`src/rtl/pd_odt_pkg.sv`:
```
// Constants, register map and carrier types for the power-down and termination control block.
package pd_odt_pkg;

  // Register byte addresses.
  localparam logic [7:0] ADDR_CTRL = 8'h00;
  localparam logic [7:0] ADDR_TIMING = 8'h04;
  localparam logic [7:0] ADDR_STATUS = 8'h08;

  // Control register fields.
  localparam int CTRL_FAST_EXIT_BIT = 0;
  localparam int CTRL_RTT_NOM_LSB = 1;
  localparam int CTRL_RTT_WR_LSB = 4;
  localparam int CTRL_CWL_LSB = 8;
  localparam int CTRL_AL_LSB = 12;
  localparam logic [31:0] CTRL_RESET = 32'h0000_0500;

  // Timing register fields, all counts in pclk cycles.
  localparam int TIM_CPDED_LSB = 0;
  localparam int TIM_XP_LSB = 8;
  localparam int TIM_XPDLL_LSB = 16;
  localparam int TIM_CKE_LSB = 24;
  localparam logic [31:0] TIMING_RESET = 32'h0318_0401;

  // Status register fields.
  localparam int STAT_STATE_LSB = 0;
  localparam int STAT_IN_BUF_BIT = 5;
  localparam int STAT_CMD_RCV_BIT = 6;
  localparam int STAT_DLL_EN_BIT = 7;
  localparam int STAT_SYNC_BIT = 8;
  localparam int STAT_RTT_EN_BIT = 9;
  localparam int STAT_CMD_OK_BIT = 10;
  localparam int STAT_DLL_OK_BIT = 11;

  // The delay-line tap is CWL plus AL minus this offset; turn-on and turn-off latency from the synchronised pin is one cycle more.
  localparam logic [4:0] ODT_LAT_OFFSET = 5'h02;
  localparam int ODT_LINE_DEPTH = 32;

  typedef enum logic [4:0] {
    ST_RST = 5'b00001,
    ST_RUN = 5'b00010,
    ST_PEND = 5'b00100,
    ST_PD_ACT = 5'b01000,
    ST_PD_PRE = 5'b10000
  } pd_state_t;

  // Device pins sampled from the controller's side.
  typedef struct packed {
    logic cke;
    logic odt;
    logic reset_n;
    logic nop;
  } pin_in_t;

  // Controls handed to the rest of the device.
  typedef struct packed {
    logic in_buf_en;
    logic cmd_rcv_en;
    logic dll_en;
    logic sync_odt;
    logic rtt_en;
    logic [2:0] rtt_sel;
    logic cmd_ok;
    logic dll_ok;
  } pd_ctl_t;

endpackage : pd_odt_pkg

```
`src/rtl/ddr3_powerdown_odt_control.sv`:
```
// Power-down sequencing and on-die termination control with an APB register slave.
// Function
// - Enter power-down when CKE registers low together with a NOP or deselect.
// - CKE may drop during activate, precharge or refresh; finish them first.
// - After in-flight work, all banks closed gives precharge, else active power-down.
// - Power-down disables input and output buffers except clock, ODT, CKE, reset.
// - Command and address receivers switch off only after the CPDED count expires.
// - Fast-exit bit clear: DLL off, slow exit; set: DLL on, fast exit.
// - DLL runs in active and fast precharge power-down, stops in slow.
// - Reset pin low during power-down leaves it for the reset state.
// - Exit when CKE registers high with NOP; commands wait XP or XPDLL.
// - Termination enabled when nominal or write termination bits are non-zero.
// - ODT pin low means off; high means on unless mode bits disable.
// - Self-refresh or disabled termination keeps it off and ignores the pin.
// - Synchronous termination applies whenever the DLL is on and locked; the code also requires self_refresh low.
// - Synchronous termination follows the pin after CWL plus AL minus two cycles; the code takes CWL plus AL minus one after the synchronised pin.
// - The internal ODT request is posted by the additive latency.
//
// The register addresses and the APB slave port were left to the implementer.
`timescale 1ns/1ps
`default_nettype none
module ddr3_powerdown_odt_control
  import pd_odt_pkg::*;
#(
  parameter int CNT_W = 8
) (
  // Clock, reset and clock enable
  input wire logic pclk,
  input wire logic presetn,
  input wire logic ce,
  // APB slave
  input wire logic psel,
  input wire logic penable,
  input wire logic pwrite,
  input wire logic [7:0] paddr,
  input wire logic [31:0] pwdata,
  output logic [31:0] prdata,
  output logic pready,
  output logic pslverr,
  // Device pins from the controller
  input wire pin_in_t pins,
  // Core state from logic on this clock
  input wire logic core_busy,
  input wire logic banks_open,
  input wire logic self_refresh,
  input wire logic dll_locked,
  // Controls to the device core
  output pd_ctl_t ctl,
  output pd_state_t pd_state
);

  localparam int TAP_W = $clog2(ODT_LINE_DEPTH);

  pin_in_t pin_s;
  logic [31:0] ctrl_q, ctrl_d;
  logic [31:0] timing_q, timing_d;
  logic [31:0] prdata_d;
  logic pready_d, pslverr_d;
  pd_state_t state_d;
  pd_ctl_t ctl_d;
  logic [CNT_W-1:0] cpded_q, cpded_d;
  logic [CNT_W-1:0] xp_q, xp_d;
  logic [CNT_W-1:0] xpdll_q, xpdll_d;
  logic fast_exit;
  logic [2:0] rtt_nom;
  logic [1:0] rtt_wr;
  logic [3:0] cwl;
  logic [3:0] al;
  logic [4:0] lat_sum;
  logic [TAP_W-1:0] odt_tap;
  logic odt_late;
  logic odt_mode;
  logic sync_mode;
  logic setup_ph, access_ph, addr_ok;

  // Pins cross from the controller's clock; two flops before any decision.
  sync_2ff #(
    .W(4),
    .INIT(4'h2)
  ) u_pin_sync (
    .clk(pclk),
    .rst_n(presetn),
    .ce(ce),
    .d(pins),
    .q(pin_s)
  );

  always_comb begin
    fast_exit = ctrl_q[CTRL_FAST_EXIT_BIT];
    rtt_nom = ctrl_q[CTRL_RTT_NOM_LSB +: 3];
    rtt_wr = ctrl_q[CTRL_RTT_WR_LSB +: 2];
    cwl = ctrl_q[CTRL_CWL_LSB +: 4];
    al = ctrl_q[CTRL_AL_LSB +: 4];
    lat_sum = {1'b0, cwl} + {1'b0, al};
    // The additive latency is folded into the single tap.
    if (lat_sum > ODT_LAT_OFFSET) begin
      odt_tap = lat_sum - ODT_LAT_OFFSET;
    end else begin
      odt_tap = '0;
    end
  end

  // One line carries the request for both edges, so on and off share a latency.
  odt_delay_line #(
    .DEPTH(ODT_LINE_DEPTH)
  ) u_odt_line (
    .clk(pclk),
    .rst_n(presetn),
    .ce(ce),
    .din(pin_s.odt),
    .tap(odt_tap),
    .dout(odt_late)
  );

  // APB register slave: zero wait states, read data prepared in setup.
  always_comb begin
    setup_ph = psel && !penable;
    access_ph = psel && penable && pready;
    addr_ok = (paddr == ADDR_CTRL) || (paddr == ADDR_TIMING) || (paddr == ADDR_STATUS);
    ctrl_d = ctrl_q;
    timing_d = timing_q;
    prdata_d = prdata;
    pready_d = pready;
    pslverr_d = pslverr;
    if (ce) begin
      if (setup_ph) begin
        pready_d = 1'b1;
        pslverr_d = !addr_ok || (pwrite && (paddr == ADDR_STATUS));
        prdata_d = 32'h0000_0000;
        case (paddr)
          ADDR_CTRL: prdata_d = {16'h0000, ctrl_q[15:0]};
          ADDR_TIMING: prdata_d = timing_q;
          ADDR_STATUS: begin
            prdata_d[STAT_STATE_LSB +: 5] = pd_state;
            prdata_d[STAT_IN_BUF_BIT] = ctl.in_buf_en;
            prdata_d[STAT_CMD_RCV_BIT] = ctl.cmd_rcv_en;
            prdata_d[STAT_DLL_EN_BIT] = ctl.dll_en;
            prdata_d[STAT_SYNC_BIT] = ctl.sync_odt;
            prdata_d[STAT_RTT_EN_BIT] = ctl.rtt_en;
            prdata_d[STAT_CMD_OK_BIT] = ctl.cmd_ok;
            prdata_d[STAT_DLL_OK_BIT] = ctl.dll_ok;
          end
          default: prdata_d = 32'h0000_0000;
        endcase
      end else if (access_ph) begin
        pready_d = 1'b0;
        pslverr_d = 1'b0;
        if (pwrite && (paddr == ADDR_CTRL)) begin
          ctrl_d = {16'h0000, pwdata[15:0]};
        end
        if (pwrite && (paddr == ADDR_TIMING)) begin
          timing_d = pwdata;
        end
      end
    end
  end

  always_ff @(posedge pclk or negedge presetn) begin
    if (!presetn) begin
      ctrl_q <= CTRL_RESET;
      timing_q <= TIMING_RESET;
      prdata <= 32'h0000_0000;
      pready <= 1'b0;
      pslverr <= 1'b0;
    end else begin
      ctrl_q <= ctrl_d;
      timing_q <= timing_d;
      prdata <= prdata_d;
      pready <= pready_d;
      pslverr <= pslverr_d;
    end
  end

  // Power-down sequencer and exit latency counters.
  always_comb begin
    state_d = pd_state;
    cpded_d = cpded_q;
    xp_d = xp_q;
    xpdll_d = xpdll_q;
    if (ce) begin
      if (cpded_q != '0) cpded_d = cpded_q - 1'b1;
      if (xp_q != '0) xp_d = xp_q - 1'b1;
      if (xpdll_q != '0) xpdll_d = xpdll_q - 1'b1;
      case (pd_state)
        ST_RST: begin
          if (pin_s.reset_n) state_d = ST_RUN;
        end
        ST_RUN: begin
          if (!pin_s.cke && pin_s.nop) begin
            state_d = ST_PEND;
            cpded_d = timing_q[TIM_CPDED_LSB +: CNT_W];
          end
        end
        ST_PEND, ST_PD_ACT, ST_PD_PRE: begin
          if (pin_s.cke && pin_s.nop) begin
            state_d = ST_RUN;
            xp_d = timing_q[TIM_XP_LSB +: CNT_W];
            // Only a slow exit has to wait for the DLL to relock.
            if (pd_state == ST_PD_PRE && !fast_exit) begin
              xpdll_d = timing_q[TIM_XPDLL_LSB +: CNT_W];
            end
          end else if (pd_state == ST_PEND && !core_busy) begin
            // Activate, precharge and refresh finish before classifying.
            state_d = banks_open ? ST_PD_ACT : ST_PD_PRE;
          end
        end
        default: state_d = ST_RST;
      endcase
      // The reset pin overrides any power-down state.
      if (!pin_s.reset_n) begin
        state_d = ST_RST;
        xp_d = '0;
        xpdll_d = '0;
      end
    end
  end

  // Termination and buffer controls, registered for glitch-free outputs.
  always_comb begin
    odt_mode = (rtt_nom != 3'h0) || (rtt_wr != 2'h0);
    ctl_d = ctl;
    if (ce) begin
      ctl_d.in_buf_en = (state_d == ST_RUN);
      ctl_d.cmd_rcv_en = (state_d == ST_RUN) || (cpded_d != '0);
      ctl_d.dll_en = !(state_d == ST_RST) && !(state_d == ST_PD_PRE && !fast_exit);
      ctl_d.cmd_ok = (state_d == ST_RUN) && (xp_d == '0);
      ctl_d.dll_ok = (state_d == ST_RUN) && (xpdll_d == '0) && dll_locked;
      sync_mode = ctl_d.dll_en && dll_locked && !self_refresh;
      ctl_d.sync_odt = sync_mode;
      // Outside synchronous mode the pin acts with no added latency.
      if (self_refresh || !odt_mode || state_d == ST_RST) begin
        ctl_d.rtt_en = 1'b0;
      end else if (sync_mode) begin
        ctl_d.rtt_en = odt_late;
      end else begin
        ctl_d.rtt_en = pin_s.odt;
      end
      ctl_d.rtt_sel = odt_mode ? rtt_nom : 3'h0;
    end else begin
      sync_mode = ctl.sync_odt;
    end
  end

  always_ff @(posedge pclk or negedge presetn) begin
    if (!presetn) begin
      pd_state <= ST_RST;
      cpded_q <= '0;
      xp_q <= '0;
      xpdll_q <= '0;
      ctl <= '0;
    end else begin
      pd_state <= state_d;
      cpded_q <= cpded_d;
      xp_q <= xp_d;
      xpdll_q <= xpdll_d;
      ctl <= ctl_d;
    end
  end

endmodule // ddr3_powerdown_odt_control
`default_nettype wire

```
`src/rtl/odt_delay_line.sv`:
```
// Shift line that delays the sampled termination request by a selectable number of cycles.
`timescale 1ns/1ps
`default_nettype none
module odt_delay_line #(
  parameter int DEPTH = 32
) (
  // Clock and reset
  input wire logic clk,
  input wire logic rst_n,
  input wire logic ce,
  // Data
  input wire logic din,
  input wire logic [$clog2(DEPTH)-1:0] tap,
  output logic dout
);
  logic [DEPTH-1:0] line_q;
  logic [DEPTH-1:0] line_d;

  // Tap 0 is the input itself, so a zero latency adds no cycle here.
  always_comb begin
    line_d = ce ? {line_q[DEPTH-2:0], din} : line_q;
    dout = (tap == '0) ? din : line_q[tap - 1'b1];
  end

  always_ff @(posedge clk or negedge rst_n) begin
    if (!rst_n) begin
      line_q <= '0;
    end else begin
      line_q <= line_d;
    end
  end
endmodule // odt_delay_line
`default_nettype wire

```
`src/rtl/sync_2ff.sv`:
```
// Two-flop synchroniser for a vector of independent levels.
`timescale 1ns/1ps
`default_nettype none
module sync_2ff #(
  parameter int W = 4,
  parameter logic [W-1:0] INIT = '0
) (
  // Clock and reset
  input wire logic clk,
  input wire logic rst_n,
  input wire logic ce,
  // Data
  input wire logic [W-1:0] d,
  output logic [W-1:0] q
);
  logic [W-1:0] meta_q;
  logic [W-1:0] meta_d;
  logic [W-1:0] q_d;

  always_comb begin
    meta_d = ce ? d : meta_q;
    q_d = ce ? meta_q : q;
  end

  always_ff @(posedge clk or negedge rst_n) begin
    if (!rst_n) begin
      meta_q <= INIT;
      q <= INIT;
    end else begin
      meta_q <= meta_d;
      q <= q_d;
    end
  end
endmodule // sync_2ff
`default_nettype wire
```
`config.mk`:
```
export PLATFORM = sky130hd
export DESIGN_NAME = ddr3_powerdown_odt_control
export DESIGN_NICKNAME = d
export VERILOG_FILES = /design/src/rtl/pd_odt_pkg.sv /design/src/rtl/ddr3_powerdown_odt_control.sv /design/src/rtl/odt_delay_line.sv /design/src/rtl/sync_2ff.sv
export SDC_FILE = /design/constraint.sdc
export NUM_CORES = 1
export LEC_CHECK = 0
export BUFFER_PORTS_ARGS = -buffer_cell sky130_fd_sc_hd__buf_2
export CAP_MARGIN = 20
export CORE_ASPECT_RATIO = 0.8
export CORE_MARGIN = 2
export CORE_UTILIZATION = 59
export DETAILED_ROUTE_END_ITERATION = 7
export GPL_ROUTABILITY_DRIVEN = 0
export GPL_TIMING_DRIVEN = 0
export PLACE_DENSITY_LB_ADDON = 0.25
export SKIP_CTS_REPAIR_TIMING = 1
export SLEW_MARGIN = 20
export SYNTH_ARGS = -nofsm -noshare
export SYNTH_HDL_FRONTEND = slang
export SYNTH_SLANG_ARGS = --single-unit
```
`constraint.sdc`:
```
create_clock -name pclk -period 4.8 [get_ports pclk]
set_clock_uncertainty 0.1 [all_clocks]
set_input_delay 0.96 -clock pclk [delete_from_list [all_inputs] [get_ports pclk]]
set_output_delay 0.96 -clock pclk [all_outputs]
set_load 0.1 [all_outputs]
```
# After elaboration in Yosys (flattened, before gate mapping)
# Cells that the tools add are included.
# W data, S select, Z words.
# totals
out_inout_bits,49
in_bits,54
register_bits,161
elab_cells,122
# classes
eq_ne,10
add_sub_neg,6
n_bitwise,1
order_cmp,2
n_reduce_logical,49
muxes,34
# ops
op,n
$mux W8,15
$pmux W20 S2,1
$pmux W12 S3,1
$mux W5,7
$reduce_bool A8 Y1,4
$logic_not A8 Y1,3
$sub A8 B1 Y8 const B,3
$logic_and A1 B1 Y1,17
$pmux W5 S3,1
$eq A5 B1 Y1 const B,2
$eq A5 B2 Y1 const B,2
$eq A5 B5 Y1 const B,2
$logic_not A1 Y1,9
$eq A8 B3 Y1 const B,1
$eq A8 B4 Y1 const B,1
$reduce_and A4 Y1,2
$logic_or A1 B1 Y1,7
$mux W1,7
$lt A5 B6 Y1 const B,1
$add A4 B4 Y5,1
$bmux W1 S5,1
$eq A5 B3 Y1 const B,1
$eq A5 B4 Y1 const B,1
$gt A5 B2 Y1 const B,1
other kinds (9),11

# Depth between registers and ports, before layout
# depth
depth_word,15
ltp_mapped,18
ltp_nobuf,16

# Cells and area by module
# A second synthesis with hierarchy kept.
# unflattened
hier_cells,673
area_unflattened_um2,8087.8
# modules_own_cells
module,area_per_inst_um2,cells_each,seq_area_each_um2,instances
ddr3_powerdown_odt_control,6203.4,562,3039.2,1
odt_delay_line,1550.2,94,800.8,1
sync_2ff,334.1,17,202.7,1

# Worst setup path before layout
# No wires, ideal clock.
# synth_path
path_type,flip-flop to flip-flop
startpoint,register ctrl_q[12]
endpoint,register ctl[5] (netlist bit)
setup_slack_ns,0.776
t_required_ns,4.624
arrival_time_ns,3.848
stages_incl_launch_ff,18
period_less_slack_ns,4.024
setup_ns,0.076
path_buffers,3
path_cell_list,dfrtp_1 ha_1 fa_1 xnor2_1 ha_1 nor3b_1 nand2_1 nand2_1 ha_1 buf_2 buf_1 clkbuf_1 nor3_1 mux2i_1 nand4b_1 a211oi_1 o22ai_1 o21ai_1
# synth_between
elab_chain_len,9
elab_cells_between_ends,11
classes_between,add/sub (3); order compare (1); mux (6); reduce/logical (1)
# synth_rtl
item,line_no,rtl
"start, declared",ddr3_powerdown_odt_control.sv:55,"logic [31:0] ctrl_q, ctrl_d;"
"start signal, assigned",ddr3_powerdown_odt_control.sv:166,ctrl_q <= ctrl_d;
$add A4 B4 Y5 *,ddr3_powerdown_odt_control.sv:94,"lat_sum = {1'b0, cwl} + {1'b0, al};"
$sub A5 B2 Y5 or $gt A5 B2 Y1 (tied branches),"ddr3_powerdown_odt_control.sv:97, ddr3_powerdown_odt_control.sv:96",
$mux W5 *,ddr3_powerdown_odt_control.sv:96,if (lat_sum > ODT_LAT_OFFSET) begin
$sub A5 B1 Y5,odt_delay_line.sv:22,dout = (tap == '0) ? din : line_q[tap - 1'b1];
$bmux W1 S5,odt_delay_line.sv:22,
$mux W1 (implied by the code),odt_delay_line.sv:22,
$mux W1 *,odt_delay_line.sv:22,
$mux W1 *,ddr3_powerdown_odt_control.sv:233,end else if (sync_mode) begin
$mux W1 *,ddr3_powerdown_odt_control.sv:231,if (self_refresh || !odt_mode || state_d == ST_RST) begin
"end signal, assigned",ddr3_powerdown_odt_control.sv:256,ctl <= ctl_d;
"end, declared",ddr3_powerdown_odt_control.sv:48,"output pd_ctl_t ctl,"
# Every way passes the cells marked *; elsewhere a longest branch is shown, timed or not. The select of a mux whose other input is x is not followed.
# A chain may end at the register's enable or synchronous reset.

# Final worst setup path
# Same ends and word-level chain as after synthesis.

==> impl_metrics.ini <==
[global_route]
antenna_found_initial = 0
track_usage_pct = 28.80
overflow = 0
grt_max_degree = 93
first_global_vias = 6563
grt_pass1_wl_um = 35190

[clock_tree]
numCtsBuffers = 17
cts_tree = done
worstSkewPairLatency_ns = 0.44
clock_sinks = 161
htreeDepth = 4
cts_root_buf = clkbuf_16
clk_pin_slew_ns = 0.07
clk_path_buf_depth = 2

[worst_setup_path]
cp-start-kind = flip-flop
cpMaxStageDelayCell = nor3b_4
crit_end = ctl[5]$_DFFE_PN0P_
arrival_ns = 4.68
r2r_slack_ns = 0.34
crit_start = ctrl_q[12]$_DFFE_PN0P_
path_max_fanout = 19
crit_family = adder cells
crit_top_cell = ha_1
worstPathRequired_ns = 5.02
worstSetupPathType = reg2reg
crit_chain = ha_1, fa_1, xnor2_1, ha_1, nor3b_4, nand2_1, nand2_1, ha_1, buf_2, clkbuf_1, nor3b_1, mux2i_1, nand3_1, o221ai_1, o22ai_1, o21ai_1
worst-path-stages = 16
end_kind = flip-flop
crit_buf_inv = 2
worstReg2RegEnd = ctl[5]$_DFFE_PN0P_
reg2reg_from = ctrl_q[12]$_DFFE_PN0P_
worstRegToRegCells = 16
slowest_delay_ns = 0.46

[floorplan]
chipHeight_um = 112.1
ios = 103
initial_core_util_pct = 60.29
core_area_um2 = 14300
rows = 39
die_w_um = 139.1
dieArea_um2 = 15600

[layout]
final_common_cell = dfrtp_1
n_fill_cell = 1078
multi_input_area_um2 = 4270
diodes = 0
nNetsFinal = 977
drive_gt1_share_pct = 30.88
area_growth_pct = 16.45
seq_area_um2 = 4043
layout_common_cells = 150 x dfrtp_1, 108 x buf_2, 98 x mux2_2, 84 x nand2_1, 62 x o21ai_0

[pwr]
report.power.total_mw = 4.622
p_per_area_nw_per_um2 = 460.5
max-vdd-ir-drop_mv = 0.3823
p_leak_nw = 4.735

[timing]
worst_pin_slew_ns = 0.8830
hold_ws_ns = 0.3696
finalMaxSlewViolations = 0
max_freq_mhz = 224.4
hold_violations = 0
slew_headroom_pct = 40.68
rsz0062_at_grt = no
setup_violations = 0
fin_crit_ns = 4.456
fin_crit_sh_pct = 92.84

[drt]
ant_nets = 0
drt_iter0_markers = 671
wl_um = 21860
viasPerCell = 6.163
vias = 6822
drc = 0
dr.pass1.iters = 5
wire_per_inst_um = 19.74

[synthesis]
syn_area_per_cell_um2 = 10.91
synthDistinctLibCells = 85
yosysWarnings = 0
synth.yosys.seq_area_share_pct = 46.90
syn_nets = 857
syn-cell-area_um2 = 8620
synthArstFlopShare_pct = 100.0
syn_inst = 790
yosysTopAreaCell = dfrtp_1
synth-edff-count = 0
synthTopCellsByArea = dfrtp_1 44%, mux2_2 13%, mux2i_1 3.8%, nand2_1 3.7%, o21ai_0 3.6%
yosysTopAreaCellShare_pct = 43.55
ys_seq_elements = 161
synthFlopType = dfrtp_1

[status]
status = finished, final reports clean

[place]
io_buffers = 101
place_hpwl_um = 15520

[worst_hold_path]
hp-class = reg2reg

[flow_run]
cap_violations = 0
-- Yosys cell counts (all sizes together), types with 6 or more instances --
| master | n |
|---|---|
| ha | 12 |
| mux2i | 34 |
| nand3 | 11 |
| a22o | 21 |
| nor3 | 22 |
| or3 | 6 |
| inv | 15 |
| o22ai | 6 |
| dfrtp | 150 |
| a21oi | 15 |
| buf | 16 |
| nand2b | 7 |
| nand2 | 84 |
| dfstp | 11 |
| xnor2 | 9 |
| nor2 | 35 |
| a22oi | 8 |
| o21ai | 67 |
| nor4 | 9 |
| nor3b | 10 |
| mux2 | 98 |
| clkbuf | 31 |
| nor2b | 11 |
| o2bb2ai | 9 |
-- cells by family after synthesis --
logic type	Yosys count	synth area share (%)
buffers and inverters	62	3.789
DFF	161	46.90
adders and majority gates	13	1.974
AOI/OAI and AO/OA	182	15.14
xor gates and xnor gates	14	1.423
and+or+nand+nor	224	13.46
muxes	134	17.32
-- worst min-delay path by stage --
stage                                 startpoint                     end  slack [ns]  depth (start not counted)
after floorplan             cpded_q[5]$_DFF_PN0_    cpded_q[5]$_DFF_PN0_        0.36                          1
after global placement    prdata[27]$_DFFE_PN0P_  prdata[27]$_DFFE_PN0P_        0.36                          2
after detailed placement  prdata[27]$_DFFE_PN0P_  prdata[27]$_DFFE_PN0P_        0.36                          2
after CTS                 prdata[27]$_DFFE_PN0P_  prdata[27]$_DFFE_PN0P_        0.38                          2
after global routing      prdata[29]$_DFFE_PN0P_  prdata[29]$_DFFE_PN0P_        0.40                          2
final                     prdata[28]$_DFFE_PN0P_  prdata[28]$_DFFE_PN0P_        0.37                          2
-- layout make-up --
type,count,share of cell area [%]
multi-input combinational,567,42.55
sequential,161,40.28
tap,184,2.294
clock inverter,8,1.259
timing repair buffer,102,5.410
clock buffer,24,4.999
inverter,15,0.5610
buffer,46,2.655
-- worst register-to-register path: cells and delay by family, from the launching register on --
kind | cells | cell delay (ns)
buf+inv | 2 | 0.82
flops | 1 | 0.41
compound gates | 3 | 0.42
simple gates | 5 | 1.07
fa+ha+maj | 4 | 1.12
mux | 1 | 0.11
xor+xnor | 1 | 0.30
-- per-stage QoR --
stage	TNS, ns	setup slack (ns)	instance area (um2)	std cells	util (%)
2_1_floorplan	0	0.7755	8620	790	-
3_3_place_gp	-0.2209	-0.2209	9355	1075	65.43
3_5_place_dp	-0.3438	-0.3438	9393	1076	65.70
4_1_cts	-0.3533	-0.3533	10020	1108	70.09
5_1_grt	0	0.06721	10040	1107	70.20
6_report	0	0.3439	10040	1107	70.20
-- state kept, by name (all words and copies together) (netlist names), 4 cells and up --
name,cells
u_pin_sync.q,4
pd_state,5
u_pin_sync.meta_q,4
u_odt_line.line_q,32
timing_q,32
xp_q,8
cpded_q,8
ctl,10
ctrl_q,16
prdata,32
xpdll_q,8
-- report_power, final --
group          internal [mW]  switching [mW]
combinational          0.598           0.770
clock                  0.889           0.546
sequential              1.58           0.239
-- routing by layer --
metal,track usage [%],routed length (um),vias to the layer above
li1,-,-,3160
met1,42.54,10180,3314
met2,42.69,9613,308
met3,6.741,1619,40
met4,8.889,444,0
met5,0,0,-
Power figures use the tool's default switching activity.
